--- src/verilog/ssl_pkg.sv ---
// Shared constants and types for the soft strap and fast link-drop block
package ssl_pkg;
  // Register indices; byte address is four times the index
  localparam logic [7:0] IDX_CTRL_ONE = 8'h09;
  localparam logic [7:0] IDX_CTRL_THREE = 8'h0b;
  localparam logic [7:0] IDX_STATUS = 8'h20;
  localparam logic [7:0] IDX_MASK = 8'h21;
  localparam logic [7:0] IDX_LIVE = 8'h22;

  // Field positions in the first strap control register
  localparam int CFG_DONE_BIT = 15;
  // Field positions in the third strap control register
  localparam int POL_BIT = 6;
  localparam int SWAP_BIT = 5;
  localparam int BYP_BIT = 4;
  localparam int FLD_RECEIVE_ERROR_PIN_BIT = 3;
  localparam int FLD_MLT3_BIT = 2;
  localparam int FLD_SNR_BIT = 1;
  localparam int FLD_ENERGY_BIT = 0;
  localparam int STRAP_W = 7;

  // Status and mask layout
  localparam int ST_DROP_BIT = 0;
  localparam int ST_CFG_BIT = 1;
  localparam int ST_W = 2;

  // Reset values
  localparam logic [STRAP_W-1:0] CTRL_THREE_RST = 7'h00;
  localparam logic [ST_W-1:0] STATUS_RST = 2'h0;
  localparam logic [ST_W-1:0] MASK_RST = 2'h0;

  // Timing: measuring window of the occurrence counters
  localparam int CLK_PERIOD_NS = 40;
  localparam int WIN_NS = 10000;
  localparam int WIN_CYC = WIN_NS / CLK_PERIOD_NS;

  // Occurrence limits per window
  localparam int RECEIVE_ERROR_PIN_LIMIT = 32;
  localparam int MLT3_LIMIT = 20;
  localparam int SNR_LIMIT = 20;

  // Working strap values as latched after configuration
  typedef struct packed {
    logic pol;
    logic swap;
    logic byp;
    logic [3:0] fld;
  } ssl_strap_s;

  // Configuration-complete sequence
  typedef enum logic [1:0] {
    CFG_IDLE = 2'b00,
    CFG_RESET = 2'b01,
    CFG_LATCH = 2'b10
  } ssl_cfg_e;
endpackage

--- src/verilog/ssl_sync3.sv ---
// Three-stage synchroniser for an asynchronous level input
`timescale 1ns/1ps
module ssl_sync3 (
  input wire logic clk,
  input wire logic rst_n,
  input wire logic din,
  output logic dout
);
  // Chain stages; the first is read by the second only
  logic s1_q, s2_q, s3_q;
  logic out_q, out_d;

  // Output follows once stages two and three agree
  always_comb begin
    out_d = out_q;
    if (s2_q == s3_q) begin
      out_d = s3_q;
    end
  end

  // Registers only
  always_ff @(posedge clk or negedge rst_n) begin
    if (!rst_n) begin
      s1_q <= 1'b0;
      s2_q <= 1'b0;
      s3_q <= 1'b0;
      out_q <= 1'b0;
    end else begin
      s1_q <= din;
      s2_q <= s1_q;
      s3_q <= s2_q;
      out_q <= out_d;
    end
  end

  assign dout = out_q;
endmodule

--- src/verilog/ssl_evt_window.sv ---
// Occurrence counter that fires when a limit is met inside one window
`timescale 1ns/1ps
module ssl_evt_window #(
  parameter int LIMIT = 20
) (
  input wire logic clk,
  input wire logic rst_n,
  input wire logic enable,
  input wire logic win_end,
  input wire logic evt,
  output logic hit
);
  // Last count before the limit is reached
  localparam logic [5:0] LAST = 6'(LIMIT - 1);
  // Count parks here after the hit, so a window fires only once
  localparam logic [5:0] FULL = 6'(LIMIT);

  logic [5:0] cnt_q, cnt_d;
  logic hit_q, hit_d;

  // Count, clear at window edge; an event on the edge cycle is not counted, though it can still complete a hit
  always_comb begin
    hit_d = enable & evt & (cnt_q == LAST);
    cnt_d = cnt_q;
    if (!enable || win_end) begin
      cnt_d = 6'h00;
    end else if (evt && cnt_q != FULL) begin
      // Stop past the limit; parking on LAST would fire on every later event
      cnt_d = cnt_q + 6'h01;
    end
  end

  // Registers only
  always_ff @(posedge clk or negedge rst_n) begin
    if (!rst_n) begin
      cnt_q <= 6'h00;
      hit_q <= 1'b0;
    end else begin
      cnt_q <= cnt_d;
      hit_q <= hit_d;
    end
  end

  assign hit = hit_q;
endmodule

--- src/verilog/ssl_top.sv ---
// Soft strap register bank with fast link-drop supervisor on AHB-Lite
// Functional notes
// - Config-done gives reset pulse, then latches straps
// - Bits 15 to 7 read zero, ignore writes
// - Bit 6 inverts both pair polarities
// - Bit 5 swaps transmit and receive pairs
// - Bits 5 and 6 together enable mirroring
// - Bit 4 bypasses symbol coder, 5-bit MAC
// - Bypass: tx bit from test pin, rx on error
// - Bit 3: 32 receive errors per window drop
// - Bit 2: 20 line code violations drop
// - Bit 1: 20 low SNR crossings drop
// - Bit 0: energy loss drops link
// - Drop conditions combine as logical OR
`timescale 1ns/1ps
module ssl_top (
  input wire logic mclk,
  input wire logic arst_n,
  // AHB-Lite slave
  input wire logic hsel,
  input wire logic [31:0] haddr,
  input wire logic [1:0] htrans,
  input wire logic hwrite,
  input wire logic [2:0] hsize,
  input wire logic [31:0] hwdata,
  input wire logic hready,
  output logic hreadyout,
  output logic hresp,
  output logic [31:0] hrdata,
  output logic irq,
  // Internal reset pulse to the configured functions
  output logic strap_reset,
  // Configured functions
  output logic polarity_invert,
  output logic pair_swap_select,
  output logic port_mirror,
  output logic symbol_code_bypass,
  // Symbol path extras
  input wire logic test_data_in_pin,
  input wire logic mac_rx_error,
  input wire logic rx_symbol_bit4,
  output logic tx_symbol_bit4,
  output logic receive_error_pin,
  // Fast link-down sources
  input wire logic mlt3_violation,
  input wire logic low_snr_crossing,
  input wire logic energy_loss,
  output logic link_drop
);
  // Reset release through two flops
  logic rst_meta_q, rst_sync_q;
  logic rst_n;

  // Bus address-phase capture
  logic wr_pend_q, wr_pend_d;
  logic [7:0] wr_idx_q, wr_idx_d;
  logic [31:0] hrdata_q, hrdata_d;

  // Software-visible registers
  logic cfg_done_q, cfg_done_d;
  logic [ssl_pkg::STRAP_W-1:0] ctrl_three_q, ctrl_three_d;
  logic [ssl_pkg::ST_W-1:0] status_q, status_d;
  logic [ssl_pkg::ST_W-1:0] mask_q, mask_d;
  logic irq_q, irq_d;

  // Config sequence and working straps
  ssl_pkg::ssl_cfg_e cfg_q, cfg_d;
  ssl_pkg::ssl_strap_s live_q, live_d;
  logic strap_reset_q, strap_reset_d;
  logic cfg_evt;

  // Window timer
  logic [7:0] win_cnt_q, win_cnt_d;
  logic win_end;

  // Datapath output flops
  logic pol_q, swap_q, mirror_q, byp_q;
  logic pol_d, swap_d, mirror_d, byp_d;
  logic tx_b4_q, tx_b4_d;
  logic receive_error_pin_pin_q, receive_error_pin_pin_d;
  logic drop_q, drop_d;

  // Synchronised pins and counter hits
  logic tdi_s, energy_loss_s;
  logic hit_receive_error_pin, hit_mlt3, hit_snr;
  logic wr_take;

  // Matches a bus address against a register index
  function automatic logic idx_hit(input logic [31:0] a, input logic [7:0] idx);
    idx_hit = (a[31:10] == 22'h00_0000) && (a[9:2] == idx);
  endfunction

  // Reset synchroniser
  always_ff @(posedge mclk or negedge arst_n) begin
    if (!arst_n) begin
      rst_meta_q <= 1'b0;
      rst_sync_q <= 1'b0;
    end else begin
      rst_meta_q <= 1'b1;
      rst_sync_q <= rst_meta_q;
    end
  end
  assign rst_n = rst_sync_q;

  // Asynchronous pins pass three synchroniser flops and an output flop
  ssl_sync3 u_sync_tdi (
    .clk(mclk),
    .rst_n(rst_n),
    .din(test_data_in_pin),
    .dout(tdi_s)
  );
  ssl_sync3 u_sync_energy (
    .clk(mclk),
    .rst_n(rst_n),
    .din(energy_loss),
    .dout(energy_loss_s)
  );

  // Data phase write happens one cycle after the address phase
  assign wr_take = wr_pend_q;

  // Register file next state
  always_comb begin
    wr_pend_d = hsel & hready & htrans[1] & hwrite;
    wr_idx_d = haddr[9:2];
    if (haddr[31:10] != 22'h00_0000) begin
      // Unmapped high addresses never hit a register
      wr_idx_d = 8'hff;
    end
    cfg_done_d = cfg_done_q;
    ctrl_three_d = ctrl_three_q;
    mask_d = mask_q;
    status_d = status_q;
    cfg_evt = 1'b0;
    if (wr_take) begin
      unique case (wr_idx_q)
        ssl_pkg::IDX_CTRL_ONE: begin
          cfg_done_d = hwdata[ssl_pkg::CFG_DONE_BIT];
          cfg_evt = hwdata[ssl_pkg::CFG_DONE_BIT];
        end
        ssl_pkg::IDX_CTRL_THREE: begin
          ctrl_three_d = hwdata[ssl_pkg::STRAP_W-1:0];
        end
        ssl_pkg::IDX_MASK: begin
          mask_d = hwdata[ssl_pkg::ST_W-1:0];
        end
        ssl_pkg::IDX_STATUS: begin
          // Write one to clear
          status_d = status_q & ~hwdata[ssl_pkg::ST_W-1:0];
        end
        default: begin
          // Unmapped or read-only: ignored
        end
      endcase
    end
    // Set wins over a clear in the same cycle
    if (drop_d) begin
      status_d[ssl_pkg::ST_DROP_BIT] = 1'b1;
    end
    if (cfg_q == ssl_pkg::CFG_LATCH) begin
      status_d[ssl_pkg::ST_CFG_BIT] = 1'b1;
    end
    irq_d = |(status_d & mask_d);
  end

  // Read data from next values, so a read right after a write sees it
  always_comb begin
    hrdata_d = 32'h0000_0000;
    if (hsel && hready && htrans[1] && !hwrite) begin
      if (idx_hit(haddr, ssl_pkg::IDX_CTRL_ONE)) begin
        hrdata_d[ssl_pkg::CFG_DONE_BIT] = cfg_done_d;
      end else if (idx_hit(haddr, ssl_pkg::IDX_CTRL_THREE)) begin
        hrdata_d[ssl_pkg::STRAP_W-1:0] = ctrl_three_d;
      end else if (idx_hit(haddr, ssl_pkg::IDX_STATUS)) begin
        hrdata_d[ssl_pkg::ST_W-1:0] = status_d;
      end else if (idx_hit(haddr, ssl_pkg::IDX_MASK)) begin
        hrdata_d[ssl_pkg::ST_W-1:0] = mask_d;
      end else if (idx_hit(haddr, ssl_pkg::IDX_LIVE)) begin
        // Working copy that actually steers the functions
        hrdata_d[ssl_pkg::STRAP_W-1:0] = live_d;
      end
    end
  end

  // Register file flops
  always_ff @(posedge mclk or negedge rst_n) begin
    if (!rst_n) begin
      wr_pend_q <= 1'b0;
      wr_idx_q <= 8'h00;
      hrdata_q <= 32'h0000_0000;
      cfg_done_q <= 1'b0;
      ctrl_three_q <= ssl_pkg::CTRL_THREE_RST;
      status_q <= ssl_pkg::STATUS_RST;
      mask_q <= ssl_pkg::MASK_RST;
      irq_q <= 1'b0;
    end else begin
      wr_pend_q <= wr_pend_d;
      wr_idx_q <= wr_idx_d;
      hrdata_q <= hrdata_d;
      cfg_done_q <= cfg_done_d;
      ctrl_three_q <= ctrl_three_d;
      status_q <= status_d;
      mask_q <= mask_d;
      irq_q <= irq_d;
    end
  end

  // Config sequence: reset pulse first, then latch
  always_comb begin
    cfg_d = cfg_q;
    live_d = live_q;
    strap_reset_d = 1'b0;
    unique case (cfg_q)
      ssl_pkg::CFG_IDLE: begin
        if (cfg_evt) begin
          cfg_d = ssl_pkg::CFG_RESET;
          strap_reset_d = 1'b1;
        end
      end
      ssl_pkg::CFG_RESET: begin
        cfg_d = ssl_pkg::CFG_LATCH;
      end
      ssl_pkg::CFG_LATCH: begin
        live_d = ctrl_three_q;
        cfg_d = ssl_pkg::CFG_IDLE;
      end
      default: begin
        // Illegal code recovers to idle
        cfg_d = ssl_pkg::CFG_IDLE;
      end
    endcase
  end

  // Config sequence flops
  always_ff @(posedge mclk or negedge rst_n) begin
    if (!rst_n) begin
      cfg_q <= ssl_pkg::CFG_IDLE;
      live_q <= ssl_pkg::CTRL_THREE_RST;
      strap_reset_q <= 1'b0;
    end else begin
      cfg_q <= cfg_d;
      live_q <= live_d;
      strap_reset_q <= strap_reset_d;
    end
  end

  // Free-running window timer, restarted by the strap reset
  always_comb begin
    win_end = (win_cnt_q == 8'(ssl_pkg::WIN_CYC - 1));
    if (win_end || strap_reset_q) begin
      win_cnt_d = 8'h00;
    end else begin
      win_cnt_d = win_cnt_q + 8'h01;
    end
  end

  always_ff @(posedge mclk or negedge rst_n) begin
    if (!rst_n) begin
      win_cnt_q <= 8'h00;
    end else begin
      win_cnt_q <= win_cnt_d;
    end
  end

  ssl_evt_window #(.LIMIT(ssl_pkg::RECEIVE_ERROR_PIN_LIMIT)) u_win_receive_error_pin (
    .clk(mclk),
    .rst_n(rst_n),
    .enable(live_q.fld[ssl_pkg::FLD_RECEIVE_ERROR_PIN_BIT] & ~strap_reset_q),
    .win_end(win_end),
    .evt(mac_rx_error),
    .hit(hit_receive_error_pin)
  );
  ssl_evt_window #(.LIMIT(ssl_pkg::MLT3_LIMIT)) u_win_mlt3 (
    .clk(mclk),
    .rst_n(rst_n),
    .enable(live_q.fld[ssl_pkg::FLD_MLT3_BIT] & ~strap_reset_q),
    .win_end(win_end),
    .evt(mlt3_violation),
    .hit(hit_mlt3)
  );
  ssl_evt_window #(.LIMIT(ssl_pkg::SNR_LIMIT)) u_win_snr (
    .clk(mclk),
    .rst_n(rst_n),
    .enable(live_q.fld[ssl_pkg::FLD_SNR_BIT] & ~strap_reset_q),
    .win_end(win_end),
    .evt(low_snr_crossing),
    .hit(hit_snr)
  );

  // Function outputs from the working straps
  always_comb begin
    pol_d = live_q.pol;
    swap_d = live_q.swap;
    mirror_d = live_q.pol & live_q.swap;
    byp_d = live_q.byp;
    tx_b4_d = live_q.byp ? tdi_s : 1'b0;
    receive_error_pin_pin_d = live_q.byp ? rx_symbol_bit4 : mac_rx_error;
    drop_d = hit_receive_error_pin | hit_mlt3 | hit_snr |
      (live_q.fld[ssl_pkg::FLD_ENERGY_BIT] & energy_loss_s);
  end

  // Function output flops
  always_ff @(posedge mclk or negedge rst_n) begin
    if (!rst_n) begin
      pol_q <= 1'b0;
      swap_q <= 1'b0;
      mirror_q <= 1'b0;
      byp_q <= 1'b0;
      tx_b4_q <= 1'b0;
      receive_error_pin_pin_q <= 1'b0;
      drop_q <= 1'b0;
    end else begin
      pol_q <= pol_d;
      swap_q <= swap_d;
      mirror_q <= mirror_d;
      byp_q <= byp_d;
      tx_b4_q <= tx_b4_d;
      receive_error_pin_pin_q <= receive_error_pin_pin_d;
      drop_q <= drop_d;
    end
  end

  // Zero-wait slave, always OKAY; hsize unused, word only
  assign hreadyout = rst_sync_q;
  assign hresp = 1'b0;
  assign hrdata = hrdata_q;
  assign irq = irq_q;
  assign strap_reset = strap_reset_q;
  assign polarity_invert = pol_q;
  assign pair_swap_select = swap_q;
  assign port_mirror = mirror_q;
  assign symbol_code_bypass = byp_q;
  assign tx_symbol_bit4 = tx_b4_q;
  assign receive_error_pin = receive_error_pin_pin_q;
  assign link_drop = drop_q;
endmodule

--- config.mk ---
export PLATFORM = sky130hd
export DESIGN_NAME = ssl_top
export DESIGN_NICKNAME = d
export VERILOG_FILES = /design/src/verilog/ssl_pkg.sv /design/src/verilog/ssl_sync3.sv /design/src/verilog/ssl_evt_window.sv /design/src/verilog/ssl_top.sv
export SDC_FILE = /design/constraint.sdc
export NUM_CORES = 1
export LEC_CHECK = 0
export ABC_AREA = 1
export BUFFER_PORTS_ARGS = -buffer_cell sky130_fd_sc_hd__buf_2
export CAP_MARGIN = 20
export CORE_AREA = 2 2 141 74
export DETAILED_ROUTE_END_ITERATION = 10
export DIE_AREA = 0 0 143 76
export PLACE_DENSITY = 0.68
export SLEW_MARGIN = 20
export SYNTH_ARGS = -nofsm -noshare
export SYNTH_HDL_FRONTEND = slang
export SYNTH_SLANG_ARGS = --single-unit
--- constraint.sdc ---
create_clock -name mclk -period 3.72 [get_ports mclk]
set_clock_uncertainty 0.1 [all_clocks]
set_input_delay 0.558 -clock mclk [delete_from_list [all_inputs] [get_ports mclk]]
set_output_delay 0.558 -clock mclk [all_outputs]
set_load 0.01 [all_outputs]
==> metrics.md <==
| Metric | Value |
|---|---|
| Status | finished clean |
| DR pass1 iterations | 5 |
| Peak supply drop | around 0.00022 V |
| Hold bufs inserted after CTS | 1 |
| Die area | about 0.011 mm² |
| Max_slew headroom | 0.503 |
| CTS max path bufs | 2 |
| Gate Count Post-Synth | 482 |
| Unrepaired setup endpoints after global routing | false |
| Clk_lat worst skew | 0.34 ns |
| Clock sinks | 86 |
| Power density cells | 396 mW/mm² |
| Via density | 4.71 |
| Clock transition at path regs | 0.07 ns |
| Buffers on Ports | between 60 and 70 |
| Tmin final | 1.87 ns |
| Fmax | 534 MHz |
| Crit Path Class | reg -> reg |
| Max FO, Critical Path | 7 |
| Psw | approximately 460 µW |
| Layout cells sized above 1 | 0.218 |
| Sw Share | 0.233 |
| Area leader, netlist | dfrtp_1 |
| Syn Std Cell Area | 0.00424 mm² |
| Avg WL per Cell | 12.4 µm |
| Remaining antenna violation count | 0 |
| First-pass GRT wire length | roughly 15000 µm |
| Core ar. | 0.00979 mm² |
| Worst setup EP type | register |
| Synth Warn # | 0 |
| Ranking of synthesized cells by area | dfrtp_1, nand2_1, inv_1 |
| Library cells used by synthesis | 40 |
| Comb pwr share | 0.046 |
| Slew Limit Fails | 0 |
| Setup_tns | 0 ns |
| Worst Hold Path EP | u_sync_tdi.s1_q$_DFF_PN0_ |
| Die Span Y | 76 µm |
| R2R Setup Slk | 1.85 ns |
| Yosys top cell area share | 0.508 |
| Pin count of the biggest net entering global routing | 85 |
| Worst Hold Path Cells | 1 |
| Reg2reg path depth | 9 |
| H-tree levels | 3 |
| Sequential power share | 0.483 |
| Worst Tran Pin Value | 0.745 ns |
| Worst Path Arrival | roughly 2.0 ns |
| Initial Util | 0.433 |
| Final wirelength | around 8700 µm |
| Antenna diode count | 0 |
| RR Endpoint | u_win_mlt3.cnt_q[1]$_DFFE_PN0P_ |
| Worst hold start | test_data_in_pin |
| Layout Nets | 646 |
| Grt ovf | 0 |
| Area Overhead vs Synth | 16.6% |
| All-Layer GR Usage | 0.176 |
| RR Startpoint | win_cnt_q[1]$_DFF_PN0_ |
| Vias | 3310 |
| Postcts setup bufs | 0 |
| Startpoint types | register |
| Worst min path class | in -> reg |
| Internal power | around 1.5 mW |
| I/O pins | 123 |
| Sequential share of the synthesized area | 0.508 |
| Leakage | 2.45 nW |
| Worst EP required | 3.84 ns |
| Final hold violations | 0 |
| DRC | 0 |
| Period utilization | 0.504 |
| Post-Syn Area per Cell | ~8.8 µm² |
| Clk pwr share | 0.471 |
| Row count | 26 |
| Initial detailed-routing violation count | 183 |
| Final setup vio count | 0 |
| Max cap viols | 0 |
| Power after layout | 1.96 mW |
| Vias in the first global route | 3087 |
| GPL Wtd Cong | roughly 0.85 |
| Synth Register Bits | 86 |
| Total CTS buffers | 9 |
| Root Driver | clkbuf_16 |
| Die Span X | 143 µm |
| HPWL after detailed placement | 6490 µm |
| TritonCTS clock tree | built |
| Initial antenna violation count | 0 |
| Post-CTS Resized | 0 |
| Final Util | 0.505 |
-- critical path, cell delays in order, from the launching register on --
cell and delay [ns]:
dfrtp_1 0.40, inv_1 0.07, ha_1 0.14, nand3_1 0.08
nor3b_2 0.39, nor2_2 0.10, inv_1 0.23, nor2_2 0.10
o21ai_0 0.09, a21oi_1 0.06
-- synthesized netlist by cell type, drive strengths merged --
cell and number:
nand2 96, dfrtp 86, inv 70, nor2 63, nand3 34, buf 27
o21ai 24, a21oi 15, nor3 15, nand4 12, ha 8, nand3b 7
nor4 6, or2 4, conb 2, maj3 2, xor2 2, a22o 1
a31oi 1, and2 1, and3 1, clkbuf 1, mux2 1, nor3b 1
o31ai 1, xnor2 1
-- power by group through the flow --
stage                     logic (mW)  clock network (mW)  registers [mW]
final                         0.0898               0.921           0.946
after global routing           0.102               0.976           0.946
after CTS                     0.0912               0.945           0.946
after detailed placement      0.0901                   0           0.964
after global placement        0.0882                   0           0.963
after floorplan               0.0562                   0           0.976
-- routing by layer --
metal | up-vias | part of all wire | GRT usage
met4 | 0 | 0.010 | 0.0564
li1 | 1644 | - | -
met2 | 104 | 0.42 | 0.240
met5 | - | 0 | 0
met1 | 1549 | 0.49 | 0.259
met3 | 13 | 0.081 | 0.0635
-- cell type report --
class	count	area, µm²
Clock buffer	9	225
Timing Repair Buffer	69	357
Inverter	70	263
Tap cell	140	175
Fill cell	935	4850
Multi-Input combinational cell	322	1690
Sequential cell	86	2160
Clock inverter	7	80.1
-- through the flow --
step                setup WS [ns]  hold slack [ns]  std cells  instance area, µm²
floorplan                   0.898            0.162        506                4330
finish                       1.85            0.212        703                4940
global placement             1.66            0.232        686                4620
CTS                          1.86            0.200        703                4940
global route                 1.70            0.199        703                4940
detailed placement           1.66            0.236        686                4620
-- cell usage in the layout (no fill, tap or decap), types with 2 or more instances in the layout --
cell,n
xor2_1,2
nand4_4,2
nand2_1,93
buf_2,67
clkinvlp_4,2
inv_2,2
a21oi_1,15
nor2_2,13
o21ai_1,4
maj3_1,2
nor3_1,14
ha_1,8
o21ai_2,4
o21ai_0,16
inv_6,3
nand3b_1,7
nor2_4,4
or2_2,3
nor4_1,6
dfrtp_1,85
conb_1,26
clkbuf_16,9
nor2_1,45
nand2_2,2
nand3_1,33
inv_1,68
nand4_1,10
-- flip-flops by register name, indices dropped and copies added (netlist names), 4 cells and up --
register	cells
ctrl_three_q	7
u_win_snr.cnt_q	6
u_win_mlt3.cnt_q	6
win_cnt_q	8
hrdata	8
u_win_receive_error_pin.cnt_q	6
live_q	4
wr_idx_q	8
-- cell families (layout without fill, tap and decap cells) --
group | Yosys count | after routing | synth area share
and+or+nand+nor | 240 | 240 | 0.281
buffers and inverters | 98 | 155 | 0.116
DFF | 86 | 86 | 0.508
AOI/OAI and AO/OA | 42 | 42 | 0.0564
adders and majority gates | 10 | 10 | 0.0283
xor gates and xnor gates | 3 | 3 | 0.00620
other | 2 | 26 | 0.00177
muxes | 1 | 1 | 0.00266
-- how the worst max path moves through the flow --
stage / start / endpoint / slack, ns / cells after the start
finish: win_cnt_q[1]$_DFF_PN0_ / u_win_mlt3.cnt_q[1]$_DFFE_PN0P_ / 1.85 / 9
global route: win_cnt_q[1]$_DFF_PN0_ / u_win_mlt3.cnt_q[1]$_DFFE_PN0P_ / 1.70 / 9
CTS: win_cnt_q[1]$_DFF_PN0_ / u_win_mlt3.cnt_q[1]$_DFFE_PN0P_ / 1.86 / 9
detailed placement: haddr[9] / hrdata[0]$_DFF_PN0_ / 1.66 / 8
global placement: haddr[19] / hrdata[0]$_DFF_PN0_ / 1.66 / 9
floorplan: hreadyout$_DFF_PN0_ / hreadyout / 0.90 / 0
No activity file was read; power rests on OpenSTA's default activity.
